## src/pwm_dac_pkg.sv

```systemverilog
// constants, register map and pad carriers for the pwm dac period and pin select block
package pwm_dac_pkg;

   // -----------------------------------------------------------------------
   // register indices (byte address is four times the index)
   // -----------------------------------------------------------------------
   localparam logic [13:0] IDX_CHAN0_PULSE_WIDTH  = 14'h0F20;
   localparam logic [13:0] IDX_CHAN8_PULSE_WIDTH  = 14'h0F28;
   localparam logic [13:0] IDX_RESERVED_A         = 14'h0F29;
   localparam logic [13:0] IDX_RESERVED_B         = 14'h0F2A;
   localparam logic [13:0] IDX_CHAN01_PRESCALE    = 14'h0F2B;
   localparam logic [13:0] IDX_PAD_SELECT_ZERO    = 14'h0F50;
   localparam logic [13:0] IDX_PAD_SELECT_ONE     = 14'h0F51;
   localparam logic [13:0] IDX_PWM_OPTION         = 14'h0F56;

   // -----------------------------------------------------------------------
   // reset values
   // -----------------------------------------------------------------------
   localparam logic [7:0]  RST_PULSE_WIDTH        = 8'h80;
   localparam logic [7:0]  RST_PRESCALE           = 8'h00;
   localparam logic [7:0]  RST_PAD_SELECT         = 8'h00;
   localparam logic [1:0]  RST_OPTION             = 2'h0;

   // -----------------------------------------------------------------------
   // field positions
   // -----------------------------------------------------------------------
   localparam int          PAD0_CH8_ENABLE_BIT    = 0;
   localparam int          PAD0_SERIAL_REMAP_BIT  = 7;
   localparam int          OPT_DIVIDER_SEL_BIT    = 7;
   localparam int          OPT_REDUCED_STEP_BIT   = 6;
   localparam int          PRESCALE_CH0_LSB       = 0;
   localparam int          PRESCALE_CH1_LSB       = 4;

   // -----------------------------------------------------------------------
   // timing and resolution
   // -----------------------------------------------------------------------
   localparam int          BASE_DIV_FAST          = 512;
   localparam int          BASE_DIV_SLOW          = 1024;
   localparam int          STEPS_FULL             = 256;
   localparam int          STEPS_REDUCED          = 253;
   localparam logic [3:0]  MIN_SHIFT              = 4'h1;
   localparam logic [7:0]  HIGH_FLOOR             = 8'hFD;
   localparam int          NUM_CHAN               = 9;

   // -----------------------------------------------------------------------
   // pad carriers
   // -----------------------------------------------------------------------
   typedef struct packed {
      logic [8:0] o;
      logic [8:0] oe;
   } pwm_pad_s;

   typedef struct packed {
      logic [3:0] o;
      logic [3:0] oe;
   } serial_pad_s;

endpackage : pwm_dac_pkg

```

## src/pwm_dac_channel.sv

```systemverilog
// one pwm dac channel: shadowed pulse width, scaled by shift and compared against the phase
`timescale 1ns/1ps
`default_nettype none
module pwm_dac_channel
   import pwm_dac_pkg::*;
(
   // clock and reset
   input  wire logic        pclk,
   input  wire logic        presetn,
   // period timing
   input  wire logic        start,
   input  wire logic        last,
   input  wire logic [23:0] phase,
   input  wire logic [3:0]  shift,
   input  wire logic        reduced,
   // setting and output
   input  wire logic [7:0]  value,
   output logic             pwm
);
   logic [7:0]  val_q;
   logic        pwm_q;
   logic [23:0] scaled;
   logic        force_low;
   logic        force_high;
   logic        pwm_d;

   assign scaled     = {16'h0000, val_q} << shift;
   // a full scale value still drops low in the final phase of a 256-step period
   assign force_low  = (val_q == 8'h00) || (last && !reduced);
   assign force_high = reduced && (val_q >= HIGH_FLOOR);
   assign pwm_d      = force_high ? 1'b1 : (force_low ? 1'b0 : (phase < scaled));
   assign pwm        = pwm_q;

   // new setting taken only at a period boundary so no pulse is cut short
   always_ff @(posedge pclk or negedge presetn) begin
      if (!presetn) begin
         val_q <= RST_PULSE_WIDTH;
         pwm_q <= 1'b0;
      end else begin
         if (start) begin
            val_q <= value;
         end
         pwm_q <= pwm_d;
      end
   end
endmodule : pwm_dac_channel
`default_nettype wire

```

## src/pwm_dac_top.sv

```systemverilog
// pwm dac channels with apb registers, period prescale and pad routing
//
// Notes on behaviour
// - channel 8 pulse width is a read/write byte, reset 0x80.
// - channel 0 period is clock period times two to the prescale low nibble.
// - channel 1 period is clock period times two to the prescale high nibble.
// - channels 0 and 1 never run a period below two clocks.
// - period prescale register resets to 0x00.
// - every channel starts at mid-scale 0x80 after reset.
// - pad select zero bit 0 puts channel 8 on its pin, else port bit.
// - pad select one bits 7..0 put channels 7..0 on their pins.
// - pad select zero bit 7 remaps four port pins to serial signals.
// - both pad select registers reset to 0x00, all pins port bits.
// - option bit selects base clock divide by 512 or by 1024.
// - option bit selects 253-step or 256-step resolution.
// - in 253-step mode values FD..FF hold the output high.
// - value 00 holds low; in 256-step mode FF still pulses low.
`timescale 1ns/1ps
`default_nettype none
module pwm_dac_top
   import pwm_dac_pkg::*;
#(
   parameter int DIV_FAST = BASE_DIV_FAST,
   parameter int DIV_SLOW = BASE_DIV_SLOW
) (
   // clock and reset
   input  wire logic                     pclk,
   input  wire logic                     presetn,
   // apb slave
   input  wire logic                     psel,
   input  wire logic                     penable,
   input  wire logic                     pwrite,
   input  wire logic [15:0]              paddr,
   input  wire logic [31:0]              pwdata,
   output logic                          pready,
   output logic [31:0]                   prdata,
   output logic                          pslverr,
   // port logic drive for the pwm capable pins
   input  wire pwm_dac_pkg::pwm_pad_s    port_pwm_drive,
   output pwm_dac_pkg::pwm_pad_s         pwm_pad,
   // port 7 pins 2 to 5 shared with serial
   input  wire pwm_dac_pkg::serial_pad_s port_serial_drive,
   input  wire pwm_dac_pkg::serial_pad_s spi_drive,
   input  wire logic [3:0]               serial_pin_i,
   output pwm_dac_pkg::serial_pad_s      serial_pad,
   output logic [3:0]                    port_serial_in,
   output logic [3:0]                    spi_in
);
   // -----------------------------------------------------------------------
   // register state
   // -----------------------------------------------------------------------
   logic [7:0]  width_q [NUM_CHAN];
   logic [7:0]  prescale_q;
   logic [7:0]  pad_zero_q;
   logic [7:0]  pad_one_q;
   logic [1:0]  option_q;
   // bus answer
   logic        pready_q;
   logic        pslverr_q;
   logic [31:0] prdata_q;

   // -----------------------------------------------------------------------
   // apb decode
   // -----------------------------------------------------------------------
   // word index
   logic [13:0] idx;
   logic        aligned;

   // per-word hits
   logic        hit_width;
   logic [3:0]  width_sel;
   logic        hit_reserved;
   logic        hit_prescale;
   logic        hit_pad_zero;
   logic        hit_pad_one;
   logic        hit_option;

   logic        mapped;
   logic        setup;
   logic        wr_en;
   logic [7:0]  rd_byte;

   // shared word compare
   function automatic logic is_idx(input logic [13:0] a, input logic [13:0] b);
      is_idx = (a == b);
   endfunction : is_idx

   assign idx          = paddr[15:2];
   assign aligned      = (paddr[1:0] == 2'b00);
   assign hit_width    = aligned && (idx >= IDX_CHAN0_PULSE_WIDTH) && (idx <= IDX_CHAN8_PULSE_WIDTH);
   assign width_sel    = 4'(idx - IDX_CHAN0_PULSE_WIDTH);
   // reserved words answer, no error
   assign hit_reserved = aligned && (is_idx(idx, IDX_RESERVED_A) || is_idx(idx, IDX_RESERVED_B));
   assign hit_prescale = aligned && is_idx(idx, IDX_CHAN01_PRESCALE);
   assign hit_pad_zero = aligned && is_idx(idx, IDX_PAD_SELECT_ZERO);
   assign hit_pad_one  = aligned && is_idx(idx, IDX_PAD_SELECT_ONE);
   assign hit_option   = aligned && is_idx(idx, IDX_PWM_OPTION);
   assign mapped       = hit_width || hit_reserved || hit_prescale || hit_pad_zero || hit_pad_one || hit_option;

   assign setup        = psel && !penable;
   // writes land only on the completing access edge
   assign wr_en        = psel && penable && pready_q && pwrite && mapped;

   // holes read zero
   assign rd_byte = hit_width    ? width_sel_read(width_sel) :
                    hit_prescale ? prescale_q :
                    hit_pad_zero ? {pad_zero_q[PAD0_SERIAL_REMAP_BIT], 6'h00, pad_zero_q[PAD0_CH8_ENABLE_BIT]} :
                    hit_pad_one  ? pad_one_q :
                    hit_option   ? {option_q, 6'h00} :
                                   8'h00;

   // bad select reads zero
   function automatic logic [7:0] width_sel_read(input logic [3:0] s);
      width_sel_read = 8'h00;
      for (int i = 0; i < NUM_CHAN; i++) begin
         if (s == 4'(i)) begin
            width_sel_read = width_q[i];
         end
      end
   endfunction : width_sel_read

   // zero wait states: answer registered in the setup cycle, ready for one access cycle
   always_ff @(posedge pclk or negedge presetn) begin
      if (!presetn) begin
         pready_q  <= 1'b0;
         pslverr_q <= 1'b0;
         prdata_q  <= 32'h0000_0000;
      end else begin
         pready_q  <= setup;
         pslverr_q <= setup && !mapped;
         if (setup) begin
            prdata_q <= pwrite ? 32'h0000_0000 : {24'h00_0000, rd_byte};
         end
      end
   end

   // bus answer leaves from flops
   assign pready  = pready_q;
   assign pslverr = pslverr_q;
   assign prdata  = prdata_q;

   // -----------------------------------------------------------------------
   // register writes
   // -----------------------------------------------------------------------
   generate
      // one write decode per channel
      for (genvar c = 0; c < NUM_CHAN; c++) begin : g_width
         always_ff @(posedge pclk or negedge presetn) begin
            if (!presetn) begin
               width_q[c] <= RST_PULSE_WIDTH;
            end else if (wr_en && hit_width && (width_sel == 4'(c))) begin
               width_q[c] <= pwdata[7:0];
            end
         end
      end
   endgenerate

   always_ff @(posedge pclk or negedge presetn) begin
      if (!presetn) begin
         prescale_q <= RST_PRESCALE;
         pad_zero_q <= RST_PAD_SELECT;
         pad_one_q  <= RST_PAD_SELECT;
         option_q   <= RST_OPTION;
      end else begin
         if (wr_en && hit_prescale) begin
            prescale_q <= pwdata[7:0];
         end
         // only bits 7 and 0 exist
         if (wr_en && hit_pad_zero) begin
            pad_zero_q <= pwdata[7:0] & 8'h81;
         end
         if (wr_en && hit_pad_one) begin
            pad_one_q <= pwdata[7:0];
         end
         // applied at period end
         if (wr_en && hit_option) begin
            option_q <= {pwdata[OPT_DIVIDER_SEL_BIT], pwdata[OPT_REDUCED_STEP_BIT]};
         end
      end
   end

   // -----------------------------------------------------------------------
   // base step timing for channels 2 to 8
   // -----------------------------------------------------------------------
   // ratios stay multiples of 256
   localparam int          STEP_CLKS_FAST = DIV_FAST / STEPS_FULL;
   localparam int          STEP_CLKS_SLOW = DIV_SLOW / STEPS_FULL;
   localparam logic [9:0]  STEP_LAST_FAST = 10'(STEP_CLKS_FAST - 1);
   localparam logic [9:0]  STEP_LAST_SLOW = 10'(STEP_CLKS_SLOW - 1);
   // last step of each resolution
   localparam logic [7:0]  LAST_FULL      = 8'(STEPS_FULL - 1);
   localparam logic [7:0]  LAST_REDUCED   = 8'(STEPS_REDUCED - 1);

   logic [9:0] div_q;
   logic [7:0] step_q;
   logic       reduced_q;
   logic       fast_q;

   logic [9:0] div_last;
   logic       tick;
   logic [7:0] step_last;
   logic       base_wrap;

   // mode bits are taken at the period boundary so a running period stays whole
   assign div_last  = fast_q ? STEP_LAST_FAST : STEP_LAST_SLOW;
   assign tick      = (div_q == div_last);
   assign step_last = reduced_q ? LAST_REDUCED : LAST_FULL;
   assign base_wrap = tick && (step_q == step_last);

   always_ff @(posedge pclk or negedge presetn) begin
      if (!presetn) begin
         div_q     <= 10'h000;
         step_q    <= 8'h00;
         reduced_q <= 1'b0;
         fast_q    <= 1'b0;
      end else begin
         // shared step counter
         div_q <= tick ? 10'h000 : div_q + 10'h001;
         if (base_wrap) begin
            step_q    <= 8'h00;
            reduced_q <= option_q[0];
            fast_q    <= option_q[1];
         end else if (tick) begin
            step_q <= step_q + 8'h01;
         end
      end
   end

   // -----------------------------------------------------------------------
   // prescaled period counters for channels 0 and 1
   // -----------------------------------------------------------------------
   logic [8:0] chan_pwm;
   logic       fast_wrap  [2];

   generate
      for (genvar f = 0; f < 2; f++) begin : g_fast
         logic [14:0] pcnt_q;
         logic [3:0]  shift_q;
         logic [3:0]  shift_req;
         logic [14:0] pmask;
         localparam int LSB = (f == 0) ? PRESCALE_CH0_LSB : PRESCALE_CH1_LSB;

         // a zero exponent would give a one-clock period, so it is lifted to one
         assign shift_req = (prescale_q[LSB+3:LSB] < MIN_SHIFT) ? MIN_SHIFT
                                                                : prescale_q[LSB+3:LSB];
         assign pmask     = 15'((16'h0001 << shift_q) - 16'h0001);
         assign fast_wrap[f]  = (pcnt_q == pmask);

         always_ff @(posedge pclk or negedge presetn) begin
            if (!presetn) begin
               pcnt_q  <= 15'h0000;
               shift_q <= MIN_SHIFT;
            // shift taken only at the wrap
            end else if (fast_wrap[f]) begin
               pcnt_q  <= 15'h0000;
               shift_q <= shift_req;
            end else begin
               pcnt_q <= pcnt_q + 15'h0001;
            end
         end

         // phase is pcnt times 256
         pwm_dac_channel u_chan (
            .pclk    (pclk),
            .presetn (presetn),
            .start   (fast_wrap[f]),
            .last    (fast_wrap[f]),
            .phase   ({1'b0, pcnt_q, 8'h00}),
            .shift   (shift_q),
            .reduced (reduced_q),
            .value   (width_q[f]),
            .pwm     (chan_pwm[f])
         );
      end

      // shared step timing
      for (genvar b = 2; b < NUM_CHAN; b++) begin : g_base
         pwm_dac_channel u_chan (
            .pclk    (pclk),
            .presetn (presetn),
            .start   (base_wrap),
            .last    (step_q == LAST_FULL),
            .phase   ({16'h0000, step_q}),
            .shift   (4'h0),
            .reduced (reduced_q),
            .value   (width_q[b]),
            .pwm     (chan_pwm[b])
         );
      end
   endgenerate

   // -----------------------------------------------------------------------
   // pad routing
   // -----------------------------------------------------------------------
   logic [8:0]  pin_enable;
   pwm_pad_s    pwm_pad_q;
   pwm_pad_s    pwm_pad_d;
   serial_pad_s serial_pad_q;
   serial_pad_s serial_pad_d;
   // serial remap and pin sync
   logic        remap;
   logic [3:0]  serial_meta_q;
   logic [3:0]  serial_sync_q;
   logic [3:0]  port_in_q;
   logic [3:0]  spi_in_q;

   // clear enable: port keeps pin
   assign pin_enable   = {pad_zero_q[PAD0_CH8_ENABLE_BIT], pad_one_q};
   assign pwm_pad_d.o  = (chan_pwm & pin_enable) | (port_pwm_drive.o & ~pin_enable);
   assign pwm_pad_d.oe = pin_enable | port_pwm_drive.oe;
   assign remap        = pad_zero_q[PAD0_SERIAL_REMAP_BIT];
   // all four pins swap together
   assign serial_pad_d = remap ? spi_drive : port_serial_drive;

   // pin inputs are asynchronous and pass two flops before use
   always_ff @(posedge pclk or negedge presetn) begin
      if (!presetn) begin
         pwm_pad_q     <= '0;
         serial_pad_q  <= '0;
         serial_meta_q <= 4'h0;
         serial_sync_q <= 4'h0;
         port_in_q     <= 4'h0;
         spi_in_q      <= 4'h0;
      end else begin
         pwm_pad_q     <= pwm_pad_d;
         serial_pad_q  <= serial_pad_d;
         serial_meta_q <= serial_pin_i;
         serial_sync_q <= serial_meta_q;
         port_in_q     <= remap ? 4'h0 : serial_sync_q;
         spi_in_q      <= remap ? serial_sync_q : 4'h0;
      end
   end

   // pads leave straight from flops
   assign pwm_pad        = pwm_pad_q;
   assign serial_pad     = serial_pad_q;
   assign port_serial_in = port_in_q;
   assign spi_in         = spi_in_q;

endmodule : pwm_dac_top
`default_nettype wire

```

## config.mk

```make
export PLATFORM = sky130hd
export DESIGN_NAME = pwm_dac_top
export DESIGN_NICKNAME = d
export VERILOG_FILES = /design/src/pwm_dac_pkg.sv /design/src/pwm_dac_channel.sv /design/src/pwm_dac_top.sv
export SDC_FILE = /design/constraint.sdc
export NUM_CORES = 1
export LEC_CHECK = 0
export BUFFER_PORTS_ARGS = -buffer_cell sky130_fd_sc_hd__buf_2
export CAP_MARGIN = 15
export CORE_ASPECT_RATIO = 1.75
export CORE_MARGIN = 2
export CORE_UTILIZATION = 40
export DETAILED_ROUTE_END_ITERATION = 8
export PLACE_DENSITY = 0.6
export RECOVER_POWER = 100
export SYNTH_ARGS = -nofsm -noshare
export SYNTH_HDL_FRONTEND = slang
export SYNTH_SLANG_ARGS = --single-unit
export TNS_END_PERCENT = 1
```

## constraint.sdc

```tcl
create_clock -name pclk -period 6.1 [get_ports pclk]
set_clock_uncertainty 0.2 [all_clocks]
set_input_delay 1.22 -clock pclk [delete_from_list [all_inputs] [get_ports pclk]]
set_output_delay 1.22 -clock pclk [all_outputs]
set_load 0.02 [all_outputs]
```

# Word-level counts from Yosys, hierarchy flattened
# Index checks and enable logic that the tools add are counted.
# classes
eq_ne	19
n_div	0
n_mul	0
shift	4
n_reduce_logical	70
n_addsub	7
bitwise_logic	5
magnitude_cmp	22
n_mux	45
# op_table
operator	n
8-bit 2-to-1 mux	18
14-bit by 12-bit equality test with 1-bit output (second input constant)	6
8-bit >= comparator (second input constant)	9
8-bit logical NOT	9
8-bit < comparator	7
23-bit by 24-bit < comparator with 1-bit output	2
8-bit by 4-bit << shifter with 24-bit output	2
1-bit logical AND	40
15-bit by 1-bit adder with 15-bit output (second input constant)	2
15-bit equality test	2
15-bit 2-to-1 mux	2
1-bit by 4-bit << shifter with 15-bit output (first input constant)	2
15-bit by 1-bit subtractor with 15-bit output (second input constant)	2
9-bit bitwise AND	2
1-bit 2-to-1 mux	18
9-bit bitwise OR	2
4-bit by 3-bit equality test with 1-bit output (second input constant)	4
4-bit 2-to-1 mux	4
1-bit logical OR	15
14-bit by 12-bit >= comparator with 1-bit output (second input constant)	1
14-bit by 12-bit <= comparator with 1-bit output (second input constant)	1
10-bit by 1-bit adder with 10-bit output (second input constant)	1
10-bit by 2-bit equality test with 1-bit output	1
10-bit 2-to-1 mux	1
other kinds (14)	19
# totals
memories	0
elab_cells	222
mem_bits_ro	0
input_bits	91
register_bits	307
ramBits	0
latchBits	0

# Depth between registers and ports, before layout
# Gate-level depths: netlist of the first run.
# logic_depth
depth_word	13
ltp_mapped	16

# Cells and area by module
# A second synthesis of the first run with hierarchy kept.
# hier_totals
hier_cells	2255
hier_area_um2	21852.2
# by_module_without_submodules
module	cells_each	n_inst	seq_area_each_um2	area_per_inst_um2
pwm_dac_top	914	1	5068.6	10035.9
pwm_dac_channel (g_base[4].u_chan ...)	150	5	226.5	1307.5
pwm_dac_channel (g_base[2].u_chan ...)	147	3	226.5	1328.8
pwm_dac_channel (g_base[8].u_chan)	150	1	226.5	1292.5

# Least setup slack after synthesis of the first run
# OpenSTA, ideal clock, no wires.
# synth_path
path_type	register -> register
from	reg g_fast[1].shift_q[1]
to	reg g_fast[1].shift_q[3]
required_time_ns	5.775
setup_ns	0.125
period_less_slack_ns	3.821
t_arrival_ns	3.497
path_stages_with_launch	15
slack_ns	2.279
n_path_buf	6
cell_sequence	dfrtp_1 > buf_2 > clkbuf_1 > buf_1 > buf_1 > nand3b_1 > ha_1 > buf_2 > nor4b_1 > a31oi_1 > xor2_1 > o2111ai_1 > nor4_4 > buf_4 > mux2_2
# synth_between
elab_chain_cells	3
# synth_rtl
item	line_no	rtl
start: declaration	pwm_dac_top.sv:238	logic [3:0] shift_q;
start signal: assignment	pwm_dac_top.sv:256	shift_q <= shift_req;
1-bit by 4-bit << shifter with 15-bit output	pwm_dac_top.sv:246	assign pmask = 15'((16'h0001 << shift_q) - 16'h0001);
15-bit by 1-bit subtractor with 15-bit output	pwm_dac_top.sv:246	
15-bit equality test	pwm_dac_top.sv:247	assign fast_wrap[f] = (pcnt_q == pmask);
# Every way passes these cells.
# A chain may end at the register's enable or synchronous reset.

# Worst setup path after layout of the first run
# layout_path
from	reg reduced_q
to	reg g_base[7].u_chan.val_q[3]
# layout_between
elab_chain_cells	3
# layout_rtl
item	line_no	rtl
start: declaration	pwm_dac_top.sv:196	logic reduced_q;
start signal: assignment	pwm_dac_top.sv:221	reduced_q <= option_q[0];
2-bit 2-to-1 mux	pwm_dac_top.sv:207	assign step_last = reduced_q ? LAST_REDUCED : LAST_FULL;
8-bit equality test	pwm_dac_top.sv:208	assign base_wrap = tick && (step_q == step_last);
1-bit logical AND	pwm_dac_top.sv:208	
end signal: assignment	pwm_dac_channel.sv:41	val_q <= value;
end: declaration	pwm_dac_channel.sv:20	logic [7:0] val_q;
# Every way passes these cells.

==> results.py, run 1 <==
metrics = {
    "synth": {
        "synth_edf_count": 0,
        "synth_cell_types": 83,
        "synth-seq-cells": 283,
        "synth_warnings": 0,
        "synthArstFlopShare_pct": 100,
        "syn_inst": 1514,
        "mappedNetlistArea_um2": 16100,
        "ys.flop_type": "dfrtp_1",
        "yosysSeqAreaShare_pct": 44.3,
        "syn_area_per_cell_um2": 10.6,
    },
    "route": {
        "dr.pass1.iters": 6,
        "wirelength_mm": 44.1,
        "dr.first_iter.drc_count": 748,
        "viasPerCell": 5.72,
        "drc": 0,
        "via_count": 12020,
        "ant_nets": 0,
        "routedWlPerCell_um": 21.0,
    },
    "clocking": {
        "cts_buffers": 27,
        "path_clk_slew_ns": 0.07,
        "cts_root_buf": "clkbuf_16",
        "cts_sinks": 283,
        "cts_hold_buf": 0,
        "htreeDepth": 1,
        "cts_tree": "yes",
        "clock_path_buffers": 3,
        "insertion_delay_ns": 0.57,
        "cts-resized-gates": 0,
        "postCtsSetupRepairBufs": 0,
    },
    "grt": {
        "grt_pass1_vias": 12282,
        "antenna_found_initial": 3,
        "grt_pass1_wl_mm": 68.7,
        "grt_usage_pct": 21.0,
        "grt_max_degree": 137,
        "overflow": 0,
    },
    "placement": {
        "gp_congestion": 0.917,
        "portBuffers": 110,
        "numPlacedInstances": 2051,
        "hpwl_mm": 32.4,
        "placed_area_um2": 16900,
    },
    "setup_path": {
        "path_class": "reg2reg",
        "critPathRequiredTime_ns": 6.33,
        "startpoint_type": "register",
        "cp_max_fo": 38,
        "crit_arrival_ns": 5.27,
        "worstSetupEndpointType": "register",
    },
    "sta": {
        "tightest_slew_ns": 3.42,
        "max_freq_ghz": 0.198,
        "post-route-period-util_pct": 82.7,
        "slew_violations": 248,
        "rsz0062_at_grt": "false",
        "finalSetupViolCount": 0,
        "slew_headroom_pct": -128,
        "setup_tns_ns": 0,
        "fin_crit_ns": 5.04,
        "hold_viol": 0,
    },
    "power": {
        "leakage_nw": 7.98,
        "powerDensity_nw_per_um2": 223,
        "vdd_drop_max_uv": 207,
    },
    "flow_run": {
        "max_cap_viol_count": 4,
    },
    "layout": {
        "fin_cells": 2102,
        "final_util_pct": 44.6,
        "finalInstanceArea_um2": 17800,
        "synthToLayoutAreaGrowth_pct": 10.6,
        "fillers": 3779,
        "final_nets": 1761,
        "drive_gt1_share_pct": 22.4,
    },
    "status": {
        "outcome": "complete, but fails checks",
        "violations": "capacitance limit, slew limit",
    },
    "die": {
        "initial_core_util_pct": 40.3,
        "io_pins": 159,
        "core_um2": 39800,
        "die-height_um": 269,
        "die-area_um2": 41800,
        "rows": 97,
        "die_w_um": 155,
    },
    "worst_hold_path": {
        "worst_hold_path_type": "reg2reg",
    },
}
[final timing paths]
check                                           start                               endpoint  slack, ns  cells after the start
max in group asynchronous                     presetn                   pwm_pad[0]$_DFF_PN0_       1.44                      2
min                        serial_meta_q[1]$_DFF_PN0_             serial_sync_q[1]$_DFF_PN0_       0.15                      0
max                             reduced_q$_DFFE_PN0P_  g_base[7].u_chan.val_q[3]$_DFFE_PN0P_       1.06                      6
max reg2reg                     reduced_q$_DFFE_PN0P_  g_base[7].u_chan.val_q[3]$_DFFE_PN0P_       1.06                      6
min reg2reg                serial_meta_q[1]$_DFF_PN0_             serial_sync_q[1]$_DFF_PN0_       0.15                      0
min in group asynchronous                     presetn          g_fast[1].pcnt_q[0]$_DFF_PN0_       0.47                      1
[cell usage after synthesis, drive strengths merged (32+ instances only)]
library cell    n  share of area (%)
nor2           97                2.3
a21oi          62                1.9
inv            72                1.7
nor4           32                1.5
buf            47                1.9
clkbuf         53                1.2
o21ai          62                1.9
nand3          49                1.7
nand2          87                2.0
mux2          194                 14
dfrtp         263                 41
ha             85                6.6
[cell usage in the layout (no fill, tap or decap), types with 53 or more instances in the layout]
cell type	synthesis	routed
dfrtp_1	263	263
mux2_2	192	192
nor2_1	96	96
nand2_1	87	87
ha_1	85	85
inv_1	71	71
buf_2	10	63
a21oi_1	62	62
o21ai_0	61	62
clkbuf_1	53	53
[flip-flops by register name (all words and copies together), names as in the netlist, 10 cells and up]
register	cells
g_fast.u_chan.val_q	16
width_q	72
g_fast.pcnt_q	30
g_base.u_chan.val_q	56
div_q	10
pwm_pad	18
[metrics by stage]
step / power (W) / hold slack, ns / worst slack (ns)
6_report: 0.00397 / 0.149 / 1.06
5_1_grt: 0.00409 / 0.164 / 0.681
4_1_cts: 0.00402 / 0.150 / 1.46
3_5_place_dp: 0.00210 / 0.135 / 1.51
3_3_place_gp: 0.00210 / 0.131 / 1.50
2_1_floorplan: 0.00202 / 0.131 / 2.28
[worst max-delay path: stages, from the launching register on]
cell and delay [ns]:
dfrtp_1 0.80, inv_1 0.52, and3_1 0.28, o21a_1 0.28
nand2b_1 1.28, clkbuf_1 1.06, mux2_2 0.44
[cell type report]
type                            instances  area [um2]  area share (%)
Tap cell                              495         619            3.49
Antenna cell                            2        5.00          0.0282
Inverter                               74         278            1.56
Clock buffer                           33         728            4.10
Clock inverter                         16         278            1.56
Multi-Input combinational cell       1080        8190            46.1
Sequential cell                       283        7110            40.0
Timing Repair Buffer                  119         553            3.11
[where the power goes]
part / switching [W] / internal, W / leakage (nW)
logic: 0.000124 / 0.0000405 / 3.72
clock network: 0.000756 / 0.00115 / 0.482
registers: 0.00000485 / 0.00189 / 3.78
total: 0.000884 / 0.00308 / 7.98
[kinds of logic after synthesis]
group / share of synthesized area, %
xor+xnor: 2.45
buf+inv: 4.92
fa+ha+maj: 6.62
compound gates: 11.5
simple gates: 13.8
mux: 16.4
other cells: 0.0233
flops: 44.3
[per-layer routing]
| layer | global-route usage, % | vias to the layer above | wire length (um) |
|---|---|---|---|
| li1 | - | 5599 | - |
| met2 | 40.2 | 309 | 23800 |
| met4 | 10.4 | 2 | 2310 |
| met5 | 0 | - | 11 |
| met1 | 22.5 | 6010 | 16400 |
| met3 | 2.38 | 100 | 1600 |
(Power assumes the default switching activity.)
==> inputs of run 2 (changes only) <==
==> constraint.sdc (replaced) <==
create_clock -name pclk -period 4.85 [get_ports pclk]
set_clock_uncertainty 0.2 [all_clocks]
set_input_delay 0.97 -clock pclk [delete_from_list [all_inputs] [get_ports pclk]]
set_output_delay 0.97 -clock pclk [all_outputs]
set_load 0.02 [all_outputs]
==> run 2 against run 1 <==
The run still ends with capacitance limit, slew limit left. Worst setup slack got worse by 0.48 ns. Non-clock buffer count increased by 13. Sequential power up 26%. Die area stayed put. Power rose by 23%. Via count is essentially flat. Cell count rose by 0.62%. First-iteration DRC count down 21%. Clock power rose by 19%. Critical path type unchanged. Critical endpoint is now g_fast[0].shift_q[2]$_DFFE_PN0N_. Largest power group is now sequential cells.
==> results.py, run 2 (synthesis gave the netlist of run 1 again) <==
metrics = {
    "route": {
        "via_count": 12026,
        "viasPerCell": 5.69,
        "dr.first_iter.drc_count": 588,
        "drc": 0,
        "ant_nets": 0,
        "dr.pass1.iters": 5,
        "wirelength_mm": 44.2,
        "routedWlPerCell_um": 20.9,
    },
    "power": {
        "p_sw_w": 0.00110,
        "powerDensity_nw_per_um2": 273,
        "vdd_drop_max_uv": 206,
        "combinationalPowerShare_pct": 4.3,
        "switching_share_pct": 22.7,
        "leakage_nw": 8.03,
        "internal_power_w": 0.00376,
        "seqPwrFrac_pct": 49.0,
        "power_frac_clock_pct": 46.6,
    },
    "die": {
        "initial_core_util_pct": 40.3,
        "core_um2": 39800,
        "io_pins": 159,
        "die-height_um": 269,
        "rows": 97,
        "die_w_um": 155,
        "die-area_um2": 41800,
    },
    "worst_hold_path": {
        "min_from": "serial_meta_q[1]$_DFF_PN0_",
        "worst_hold_path_type": "reg2reg",
        "hold_end": "serial_sync_q[1]$_DFF_PN0_",
        "hold_path_depth": 0,
    },
    "grt": {
        "overflow": 0,
        "grt_max_degree": 104,
        "met2_usage_pct": 40.8,
        "grt_util_met1_pct": 23.3,
        "grt_usage_pct": 21.3,
        "use_met3_pct": 2.22,
        "grt_pass1_wl_mm": 69.2,
        "gr-max-usage-layer": "met2",
        "grt_pass1_vias": 12147,
        "antenna_found_initial": 3,
    },
    "layout": {
        "final_nets": 1774,
        "top_register": "width_q",
        "final_cell_mix": "dfrtp_1 (263), mux2_2 (191), nor2_1 (97)",
        "drive_gt1_share_pct": 22.7,
        "fin_cells": 2115,
        "largestRegisters": "width_q: 72 flops, g_base.u_chan.val_q: 56 flops, g_fast.pcnt_q: 30 flops",
        "finalInstanceArea_um2": 17800,
        "final_common_cell": "dfrtp_1",
        "largest_register_ffs": 72,
        "synthToLayoutAreaGrowth_pct": 10.9,
        "fillers": 3783,
    },
    "clocking": {
        "clock_path_buffers": 3,
        "insertion_delay_ns": 0.57,
        "htreeDepth": 1,
        "path_clk_slew_ns": 0.06,
        "cts_hold_buf": 0,
        "postCtsSetupRepairBufs": 0,
        "cts_sinks": 283,
        "cts_root_buf": "clkbuf_16",
        "cts_buffers": 27,
        "cts-resized-gates": 0,
        "cts_tree": "yes",
    },
    "sta": {
        "slew_violations": 111,
        "slew_headroom_pct": -84.8,
        "rsz0062_at_grt": "false",
        "finalSetupViolCount": 0,
        "tightest_slew_ns": 2.77,
        "setup_ws_ns": 0.574,
        "fin_crit_ns": 4.28,
        "max_freq_ghz": 0.234,
        "whs_ns": 0.147,
        "hold_viol": 0,
        "post-route-period-util_pct": 88.2,
        "setup_tns_ns": 0,
    },
    "setup_path": {
        "slowest_delay_ns": 0.77,
        "r2r_slack_ns": 0.57,
        "crit_arrival_ns": 4.53,
        "path_class": "reg2reg",
        "slowest_stage": "nor3_1",
        "worstSetupEndpointType": "register",
        "r2r_cells": 10,
        "reg2reg_to": "g_fast[0].shift_q[2]$_DFFE_PN0N_",
        "cp_max_fo": 25,
        "critPathRequiredTime_ns": 5.10,
        "cp_cell_sequence": "nor3_1 > nand2_1 > ha_1 > or3_1 > a2111oi_2 > nor2_1 > o2bb2ai_1 > nor4_4 > buf_4 > mux2_2",
        "startpoint_type": "register",
        "r2r-start": "g_fast[0].shift_q[0]$_DFFE_PN1N_",
    },
    "status": {
        "violations": "capacitance limit, slew limit",
        "outcome": "complete, but fails checks",
    },
    "placement": {
        "portBuffers": 110,
        "numPlacedInstances": 2064,
        "place_ws_ns": 0.849,
        "placed_area_um2": 17000,
        "gp_congestion": 0.932,
        "hpwl_mm": 32.8,
    },
    "flow_run": {
        "max_cap_viol_count": 2,
    },
}
## run 2: area by class of cell
class	instances	area, um2	share of cell area (%)
Antenna cell	1	2.50	0.0140
Clock buffer	40	815	4.57
Clock inverter	10	144	0.808
Inverter	74	278	1.56
Multi-Input combinational cell	1080	8190	46.0
Sequential cell	283	7110	39.9
Tap cell	495	619	3.48
Timing Repair Buffer	132	658	3.70
## run 2: how the worst max path moves through the flow
stage / cells after the start / end / slack [ns] / start
2_1_floorplan: 14 / g_fast[1].shift_q[3]$_DFFE_PN0N_ / 1.03 / g_fast[1].shift_q[1]$_DFFE_PN0N_
3_3_place_gp: 10 / g_fast[0].shift_q[1]$_DFFE_PN0N_ / 0.86 / g_fast[0].shift_q[0]$_DFFE_PN1N_
3_5_place_dp: 10 / g_fast[0].u_chan.val_q[2]$_DFFE_PN0N_ / 0.85 / g_fast[0].shift_q[0]$_DFFE_PN1N_
4_1_cts: 10 / g_fast[0].shift_q[1]$_DFFE_PN0N_ / 0.83 / g_fast[0].shift_q[0]$_DFFE_PN1N_
5_1_grt: 10 / g_fast[0].u_chan.pwm$_DFF_PN0_ / 0.37 / g_fast[0].shift_q[0]$_DFFE_PN1N_
6_report: 10 / g_fast[0].shift_q[2]$_DFFE_PN0N_ / 0.57 / g_fast[0].shift_q[0]$_DFFE_PN1N_
## run 2: through the flow
| step | power (W) | util [%] |
|---|---|---|
| after floorplan | 0.00254 | - |
| after global placement | 0.00265 | 42.7 |
| after detailed placement | 0.00265 | 42.7 |
| after CTS | 0.00493 | 45.1 |
| after global routing | 0.00503 | 44.7 |
| final | 0.00486 | 44.7 |
## run 2: metal layers
layer	up-vias	share of wire, %
met4	4	4.7
met1	5987	37
met5	-	0.061
li1	5631	-
met3	96	3.7
met2	308	55
## run 2: power groups by stage
stage               registers (W)   logic, W  clock network (W)
detailed placement        0.00243   0.000222                  0
global route              0.00239   0.000233            0.00241
global placement          0.00243   0.000220                  0
floorplan                 0.00245  0.0000908                  0
finish                    0.00239   0.000212            0.00227
CTS                       0.00238   0.000222            0.00232
## run 2: critical path: cells and delay by family, from the launching register on
family / cells / cell delay [ns]
buffers and inverters: 1 / 0.29
muxes: 1 / 0.36
and+or+nand+nor: 5 / 1.73
DFF: 1 / 0.67
adders and majority gates: 1 / 0.40
AOI/OAI and AO/OA: 2 / 0.47
